$ cat src/rtl/imm_exec_pkg.sv
/*
   Constants for the and-immediate and conditional branch execute block.
   Assumes one core clock and an asynchronous active-low core reset.
*/
// Contract
// [RL1] And-immediate writes operand AND zero-extended immediate.
// [RL2] Immediate unsigned; and-immediate never raises exceptions.
// [RL3] Equal branch: PC+4+offset when equal, else PC+4.
// [RL4] Offset is signed bytes from next instruction.
// [RL5] Software keeps offset low two bits zero.
// [RL6] Misaligned taken target raises exception, no jump.
// [RL7] Equal branch decodes both indices and signed immediate.
// [RL8] Signed compare branch: taken when first >= second.
// [RL9] Fields 31:27, 26:22, 21:6, opcode 5:0.
`default_nettype none
package imm_exec_pkg;
   localparam int         FIRST_IDX_MSB  = 31;
   localparam int         FIRST_IDX_LSB  = 27;
   localparam int         SECOND_IDX_MSB = 26;
   localparam int         SECOND_IDX_LSB = 22;
   localparam int         IMM_MSB        = 21;
   localparam int         IMM_LSB        = 6;
   localparam int         OPCODE_MSB     = 5;
   localparam int         OPCODE_LSB     = 0;
   localparam logic [5:0] OP_ANDI        = 6'h0c;
   localparam logic [5:0] OP_BEQ         = 6'h26;
   localparam logic [5:0] OP_BGE         = 6'h0e;
   localparam logic [31:0] PC_STEP       = 32'h0000_0004;
   localparam logic [15:0] UPPER_ZERO    = 16'h0000;
   localparam logic [31:0] PC_RESET      = 32'h0000_0000;
endpackage
`default_nettype wire

$ cat src/rtl/imm_exec.sv
/*
   Decode and execute of and-immediate, branch-if-equal and signed
   branch-if-greater-or-equal. Assumes fetch presents an instruction with
   a one-cycle valid pulse together with its PC and both source values
   already read from the register file; results appear one cycle later.
*/
`timescale 1ns/10ps
`default_nettype none
module imm_exec
   import imm_exec_pkg::*;
(
   // Clock and reset.
   input  wire logic        sys_clk_i,
   input  wire logic        reset_n_i,
   // Instruction from fetch.
   input  wire logic        instr_valid_i,
   input  wire logic [31:0] instr_i,
   input  wire logic [31:0] pc_i,
   // Source operands.
   input  wire logic [31:0] first_source_reg_i,
   input  wire logic [31:0] second_source_reg_i,
   // Register file read indices.
   output logic [4:0]       first_idx_o,
   output logic [4:0]       second_idx_o,
   // Register file write.
   output logic             wr_en_o,
   output logic [4:0]       wr_idx_o,
   output logic [31:0]      wr_data_o,
   // Program counter update.
   output logic             pc_load_o,
   output logic [31:0]      next_pc_o,
   // Exception.
   output logic             misaligned_exc_o,
   output logic [31:0]      exc_target_o
);

   // Decoded fields and operands of the instruction at the input.
   logic [5:0]  opcode;
   logic [15:0] immediate_field;
   logic [31:0] offset;
   logic [31:0] fall_through;
   logic [31:0] target;
   logic        is_andi;
   logic        is_branch;
   logic        taken;
   logic        andi_fire;
   logic        branch_fire;
   logic        target_fault;
   logic [31:0] next_wr_data;
   logic [31:0] next_pc;

   // Returns the operation code of an instruction word.
   function automatic logic [5:0] opcode_of(input logic [31:0] word);
      return word[OPCODE_MSB:OPCODE_LSB];
   endfunction

   // Returns the index of the first source register.
   function automatic logic [4:0] first_index_of(input logic [31:0] word);
      return word[FIRST_IDX_MSB:FIRST_IDX_LSB];
   endfunction

   // Returns the index of the second register.
   function automatic logic [4:0] second_index_of(input logic [31:0] word);
      return word[SECOND_IDX_MSB:SECOND_IDX_LSB];
   endfunction

   // Returns the 16-bit immediate field.
   function automatic logic [15:0] immediate_of(input logic [31:0] word);
      return word[IMM_MSB:IMM_LSB];
   endfunction

   // Sign extends a branch offset to the address width.
   function automatic logic [31:0] sign_extend(input logic [15:0] value);
      return {{16{value[15]}}, value};
   endfunction

   // Zero extends an and-immediate operand, so the upper halfword is clear.
   function automatic logic [31:0] zero_extend(input logic [15:0] value);
      return {UPPER_ZERO, value};
   endfunction

   // True for the and-immediate code.
   function automatic logic is_andi_op(input logic [5:0] op);
      return (op == OP_ANDI);
   endfunction

   // True for the two conditional branch codes.
   function automatic logic is_branch_op(input logic [5:0] op);
      return (op == OP_BEQ) || (op == OP_BGE);
   endfunction

   // Decides whether a conditional branch is taken.
   function automatic logic branch_taken(input logic [5:0]  op,
                                         input logic [31:0] lhs,
                                         input logic [31:0] rhs);
      logic result;
      case (op)
         OP_BEQ: begin
            result = (lhs == rhs);
         end
         OP_BGE: begin
            result = ($signed(lhs) >= $signed(rhs));
         end
         default: begin
            result = 1'b0;
         end
      endcase
      return result;
   endfunction

   // True when an address lies on a word boundary.
   function automatic logic word_aligned(input logic [31:0] addr);
      return (addr[1:0] == 2'h0);
   endfunction

   // Field decode and address arithmetic.
   assign opcode          = opcode_of(instr_i);                 // see [RL9]
   assign immediate_field = immediate_of(instr_i);              // see [RL7]
   assign offset          = sign_extend(immediate_field);       // see [RL4]
   assign fall_through    = pc_i + PC_STEP;                     // see [RL4]
   assign target          = fall_through + offset;              // see [RL4]
   assign is_andi         = is_andi_op(opcode);                 // see [RL9]
   assign is_branch       = is_branch_op(opcode);               // see [RL9]
   assign taken           = branch_taken(opcode,       // see [RL3] [RL8]
                                         first_source_reg_i,
                                         second_source_reg_i);

   // Qualified requests of this cycle.
   assign andi_fire    = instr_valid_i && is_andi;              // see [RL2]
   assign branch_fire  = instr_valid_i && is_branch;
   assign target_fault = taken && !word_aligned(target);        // see [RL6]

   // Values loaded into the result registers.
   assign next_wr_data = first_source_reg_i &
                         zero_extend(immediate_field);          // see [RL1]
   assign next_pc      = taken ? target : fall_through;     // see [RL3] [RL8]

   // Index of the first source register for the register file read.
   always_ff @(posedge sys_clk_i or negedge reset_n_i) begin
      if (!reset_n_i) begin
         first_idx_o <= 5'h00;
      end else begin
         first_idx_o <= first_index_of(instr_i);                // see [RL7]
      end
   end

   // Index of the second register for the register file read.
   always_ff @(posedge sys_clk_i or negedge reset_n_i) begin
      if (!reset_n_i) begin
         second_idx_o <= 5'h00;
      end else begin
         second_idx_o <= second_index_of(instr_i);              // see [RL7]
      end
   end

   // Write strobe of the and-immediate result.
   always_ff @(posedge sys_clk_i or negedge reset_n_i) begin
      if (!reset_n_i) begin
         wr_en_o <= 1'b0;
      end else begin
         wr_en_o <= andi_fire;                                  // see [RL1]
      end
   end

   // Destination index of the and-immediate result.
   always_ff @(posedge sys_clk_i or negedge reset_n_i) begin
      if (!reset_n_i) begin
         wr_idx_o <= 5'h00;
      end else begin
         if (andi_fire) begin
            wr_idx_o <= second_index_of(instr_i);               // see [RL1]
         end
      end
   end

   // Data of the and-immediate result.
   always_ff @(posedge sys_clk_i or negedge reset_n_i) begin
      if (!reset_n_i) begin
         wr_data_o <= 32'h0000_0000;
      end else begin
         if (andi_fire) begin
            wr_data_o <= next_wr_data;                    // see [RL1] [RL2]
         end
      end
   end

   // Load strobe of the program counter.
   always_ff @(posedge sys_clk_i or negedge reset_n_i) begin
      if (!reset_n_i) begin
         pc_load_o <= 1'b0;
      end else begin
         pc_load_o <= branch_fire && !target_fault;             // see [RL6]
      end
   end

   // New program counter of a branch that does not fault.
   always_ff @(posedge sys_clk_i or negedge reset_n_i) begin
      if (!reset_n_i) begin
         next_pc_o <= PC_RESET;
      end else begin
         if (branch_fire && !target_fault) begin
            next_pc_o <= next_pc;                         // see [RL3] [RL8]
         end
      end
   end

   // Misaligned target exception strobe.
   always_ff @(posedge sys_clk_i or negedge reset_n_i) begin
      if (!reset_n_i) begin
         misaligned_exc_o <= 1'b0;
      end else begin
         misaligned_exc_o <= branch_fire && target_fault;       // see [RL6]
      end
   end

   // Offending target of a misaligned branch.
   always_ff @(posedge sys_clk_i or negedge reset_n_i) begin
      if (!reset_n_i) begin
         exc_target_o <= PC_RESET;
      end else begin
         if (branch_fire && target_fault) begin
            exc_target_o <= target;                             // see [RL6]
         end
      end
   end

endmodule // imm_exec
`default_nettype wire

$ cat config.mk
export PLATFORM = sky130hd
export DESIGN_NAME = imm_exec
export DESIGN_NICKNAME = d
export VERILOG_FILES = /design/src/rtl/imm_exec_pkg.sv /design/src/rtl/imm_exec.sv
export SDC_FILE = /design/constraint.sdc
export NUM_CORES = 1
export LEC_CHECK = 0
export BUFFER_PORTS_ARGS = -buffer_cell sky130_fd_sc_hd__buf_4
export CAP_MARGIN = 20
export CORE_MARGIN = 2
export CORE_UTILIZATION = 52
export DETAILED_ROUTE_END_ITERATION = 10
export PLACE_DENSITY_LB_ADDON = 0.2
export SLEW_MARGIN = 40
export SYNTH_ARGS = -nofsm -noshare
export SYNTH_HDL_FRONTEND = slang
export SYNTH_SLANG_ARGS = --single-unit
$ cat constraint.sdc
create_clock -name sys_clk_i -period 1.1 [get_ports sys_clk_i]
set_clock_uncertainty 0.1 [all_clocks]
set_input_delay 0.055 -clock sys_clk_i [delete_from_list [all_inputs] [get_ports sys_clk_i]]
set_output_delay 0.055 -clock sys_clk_i [all_outputs]
set_load 0.05 [all_outputs]
==> run summary, run 1 <==
DP Wirelength: 20.1 mm
Final Wtd Congestion: 0.965
Status: stopped before the end
Adder-cell share of the synthesized area: 11.3%
Dominant synthesized flop cell: dfrtp_1
Die Y: 122 um
Synthesized instance count: 833
Largest family of logic cells by synthesized area: compound AO/OA/AOI/OAI gates
Clk buf depth: 2
Post-CTS sizing: 284
TritonCTS buffer count: 9
H-Tree Depth: 3
Post-CTS Setup Repair Bufs: 76
Synthesized area per cell: 8.69 um2
Mapped Area: 0.00724 mm2
Num ports: 245
Stopping stage: clock tree synthesis
Post-synthesis compound-gate area fraction: 17.5%
Initial Util: 52.8%
Leading area contributor after synthesis: dfrtp_1
Root Driver: clkbuf_16
Post-synth top area share: 33.9%
Number of flops mapped to enable cells by yosys: 0
Distinct cell type count after synthesis: 66
# hold bufs at CTS: 39
CTS sink count: 98
Post-synthesis mux area share: 6.64%
Error: [ERROR DPL-0038] Utilization greater than 100%, impossible to legalize
Async SR Flop Fraction: 100%
Synth top area cells: dfrtp_1, ha_1, nand2_1
Port Buffers: 228
Post-synthesis simple-gate area fraction: 16.6%
Width of the die: 122 um
Yosys warning count: 0
Post-synthesis sequential area ratio: 33.9%
Synthesized flop and latch total: 98
Row cnt: 43
Xor/xnor cell area share of the yosys netlist: 6.29%
[through the flow]
step | worst slack, ns | cells | cell area (um2)
detailed placement | -2.38 | 1440 | 11100
global placement | -2.30 | 1440 | 11100
floorplan | -1.89 | 848 | 7730
[kinds of logic after synthesis]
group | after synthesis
and+or+nand+nor | 258
AOI/OAI and AO/OA | 193
buffers and inverters | 122
DFF | 98
adders and majority gates | 65
xor gates and xnor gates | 52
muxes | 44
other | 1
[synthesized netlist by cell type (3+ instances only)]
cell type	number
a21o_1	19
mux2_2	11
nand3_1	28
ha_1	64
clkbuf_1	12
a31o_2	4
dfrtp_1	98
a221oi_1	3
mux2_4	5
and4_1	3
o21bai_1	7
or3_1	5
nand2b_1	12
nand4_1	20
xor2_1	20
nor2_1	44
a211o_1	3
o211ai_1	6
xnor2_1	32
a31oi_1	17
buf_2	8
buf_4	20
a21oi_1	50
o21a_1	7
a211oi_1	5
inv_1	79
nor2b_1	5
o21ai_0	42
and2_1	5
and3_1	13
nand2_1	109
o31ai_1	4
mux2i_1	27
nor3_1	8
==> run 2: changes to the inputs <==
--- a/config.mk
+++ b/config.mk
@@ -8,9 +8,9 @@
 export BUFFER_PORTS_ARGS = -buffer_cell sky130_fd_sc_hd__buf_4
 export CAP_MARGIN = 20
 export CORE_MARGIN = 2
-export CORE_UTILIZATION = 52
+export CORE_UTILIZATION = 40
 export DETAILED_ROUTE_END_ITERATION = 10
-export PLACE_DENSITY_LB_ADDON = 0.2
+export PLACE_DENSITY_LB_ADDON = 0.15
 export SLEW_MARGIN = 40
 export SYNTH_ARGS = -nofsm -noshare
 export SYNTH_HDL_FRONTEND = slang
==> run 2 against run 1 <==
Against the previous run: the flow now finishes, with violations (hold timing, setup timing); synthesized area stayed put; synthesized cell count stayed put.
==> run summary, run 2 <==
R2R Setup Slk: -0.01 ns
Final Hold Vio Count: 1
TritonCTS buffer count: 9
Minimum hold slack: -0.00606 ns
Min Tclk post-route: 3.10 ns
Area grow syn2layout: 106%
RSZ-0062 raised after global routing: true
Initial antenna violation count: 0
Failing checks: hold timing, setup timing
Number of flops mapped to enable cells by yosys: 0
Synth top area cells: dfrtp_1, ha_1, nand2_1
Max_cap viols: 0
Most frequent cell after synthesis: nand2_1
Row cnt: 49
Distinct cell type count after synthesis: 66
WL/cell: 22.0 um
Post-synthesis sequential area ratio: 33.9%
# DRC: 0
Post-synth top area share: 33.9%
Max FO, Critical Path: 5
Final WL: 36.4 mm
Final Setup Violations: 76
Async SR Flop Fraction: 100%
Via count: 9476
Synthesized instance count: 833
Largest net degree at the start of global routing: 47
Core area: 0.0178 mm2
Drt initial violations: 677
Worst VDD drop: 0.895 mV
Most frequent cells in the layout: buf_4, buf_6, dfrtp_1, nand2_1, inv_1
DP Wirelength: 18.8 mm
Clk buf depth: 2
Period utilization: 282%
Yosys warning count: 0
Port Buffers: 228
Crit path cell chain: buf_6 -> and4_4 -> and3_4 -> nand3_1 -> nor2_1 -> xnor2_1 -> inv_1 -> ha_1 -> a21o_1 -> a21o_1 -> a211o_1 -> o22a_1 -> o211ai_1 -> nand3_1 -> a31o_2
First-pass GRT wire length: 44.7 mm
Worst skew pair latency: 0.36 ns
Final Wtd Congestion: 0.918
Final worst setup slack: -2.00 ns
CP endpoint kind: register
Mapped Area: 0.00724 mm2
Vias per Instance: 5.72
Status: complete, but fails checks
Root Driver: clkbuf_16
DRT Pass-1 Iters: 5
Die Y: 139 um
Congestion Overflow GR: 0
Slew Limit Fails: 0
Dominant synthesized flop cell: dfrtp_1
Setup TNS: -101.75 ns
Crit path buffers/inverters: 2
CP max stage delay: 0.33 ns
Biggest regs: exc_target_o x32, next_pc_o x32, wr_data_o x16
Arr. time, crit path: 3.26 ns
Clock transition at path regs: 0.08 ns
Fmax: 323 MHz
Commonest non-fill, non-tap cell in the layout: buf_4
CP Class: in2reg
Leak: 7.14 nW
Net count, final: 1618
Total Routing Usage GR: 29.1%
Die area: 0.0192 mm2
Leading area contributor after synthesis: dfrtp_1
P per Cell Area: 1070 mW/mm2
TritonCTS clock tree: built
Startpoint class of the critical path: input pin
Post-DRT Antenna Nets: 0
Synthesized area per cell: 8.69 um2
H-Tree Depth: 3
Commonest cells in the netlist: nand2_1, dfrtp_1, inv_1
Fill cells: 905
Initial Util: 40.6%
Slowest CP cell: ha_1
Min-Delay Path Class: in2reg
Num ports: 245
CTS sink count: 98
Worst Path Required: 1.27 ns
Number of diodes: 0
Final core utilization: 83.6%
DP Worst Slack: -2.32 ns
Synthesized flop and latch total: 98
CP delay by family, top: compound AO/OA/AOI/OAI gates
Proportion of layout cells with a drive suffix above 1: 57.6%
Vias in the first global route: 8740
Width of the die: 139 um
==> run 2: final timing paths <==
check                                               start                            to  depth (start not counted)
worst max-delay path                              pc_i[4]  exc_target_o[29]$_DFFE_PN0P_                         15
min in group asynchronous                       reset_n_i     next_pc_o[11]$_DFFE_PN0P_                          3
max in group asynchronous                       reset_n_i     next_pc_o[30]$_DFFE_PN0P_                          3
worst min-delay path                              pc_i[8]      next_pc_o[8]$_DFFE_PN0P_                          4
worst max register to register  next_pc_o[30]$_DFFE_PN0P_     next_pc_o[30]$_DFFE_PN0P_                          2
worst min register to register  next_pc_o[25]$_DFFE_PN0P_     next_pc_o[25]$_DFFE_PN0P_                          2
==> run 2: per-stage QoR <==
step | instance area (um2) | std cells | power, W
2_1_floorplan | 7730 | 848 | 0.00771
3_3_place_gp | 11100 | 1473 | 0.0101
3_5_place_dp | 11100 | 1473 | 0.0102
4_1_cts | 13500 | 1596 | 0.0146
5_1_grt | 14900 | 1656 | 0.0165
6_report | 14900 | 1656 | 0.0160
==> run 2: power by group <==
| part | internal, W | switching, W |
|---|---|---|
| logic | 0.00388 | 0.00452 |
| registers | 0.00400 | 0.000327 |
| clock network | 0.00157 | 0.00167 |
| total | 0.00945 | 0.00652 |
==> run 2: layer usage <==
layer,wire [um],track usage [%]
met5,0,0
met4,2460,14.1
met3,2660,4.23
met2,17800,50.3
met1,13500,35.8
==> run 2: layout make-up <==
class / count / area (um2) / area share [%]
sequential: 98 / 2450 / 16.4
inverter: 80 / 330 / 2.21
tap: 229 / 287 / 1.92
clock inverter: 6 / 48.8 / 0.327
multi-input combinational: 629 / 6110 / 41.0
timing repair buffer: 604 / 5450 / 36.6
clock buffer: 10 / 229 / 1.54
==> run 2: cell families (layout without fill, tap and decap cells) <==
kind of cell               count (synthesis)  in the layout  share of synthesized area (%)
DFF                                       98             98                           33.9
buffers and inverters                    122            700                           7.71
AOI/OAI and AO/OA                        193            193                           17.5
xor gates and xnor gates                  52             52                           6.29
muxes                                     44             44                           6.64
adders and majority gates                 65             65                           11.3
and+or+nand+nor                          258            259                           16.6
other                                      1             16                         0.0518
==> run 2: repair_timing <==
action	4_1_cts	5_1_grt
hold endpoints to repair	132	0
pin swaps	123	87
resized for setup	249	169
hold buffers	41	0
endpoints found under the setup margin	141	109
gates cloned	4	3
buffers inserted	71	60
==> run 2: worst min-delay path, delay by kind of cell <==
family | cells | cell delay [ns]
buf+inv | 1 | 0.10
simple gates | 1 | 0.09
xor+xnor | 1 | 0.11
compound gates | 1 | 0.07
Note: power is estimated with default switching activity, not from simulation.
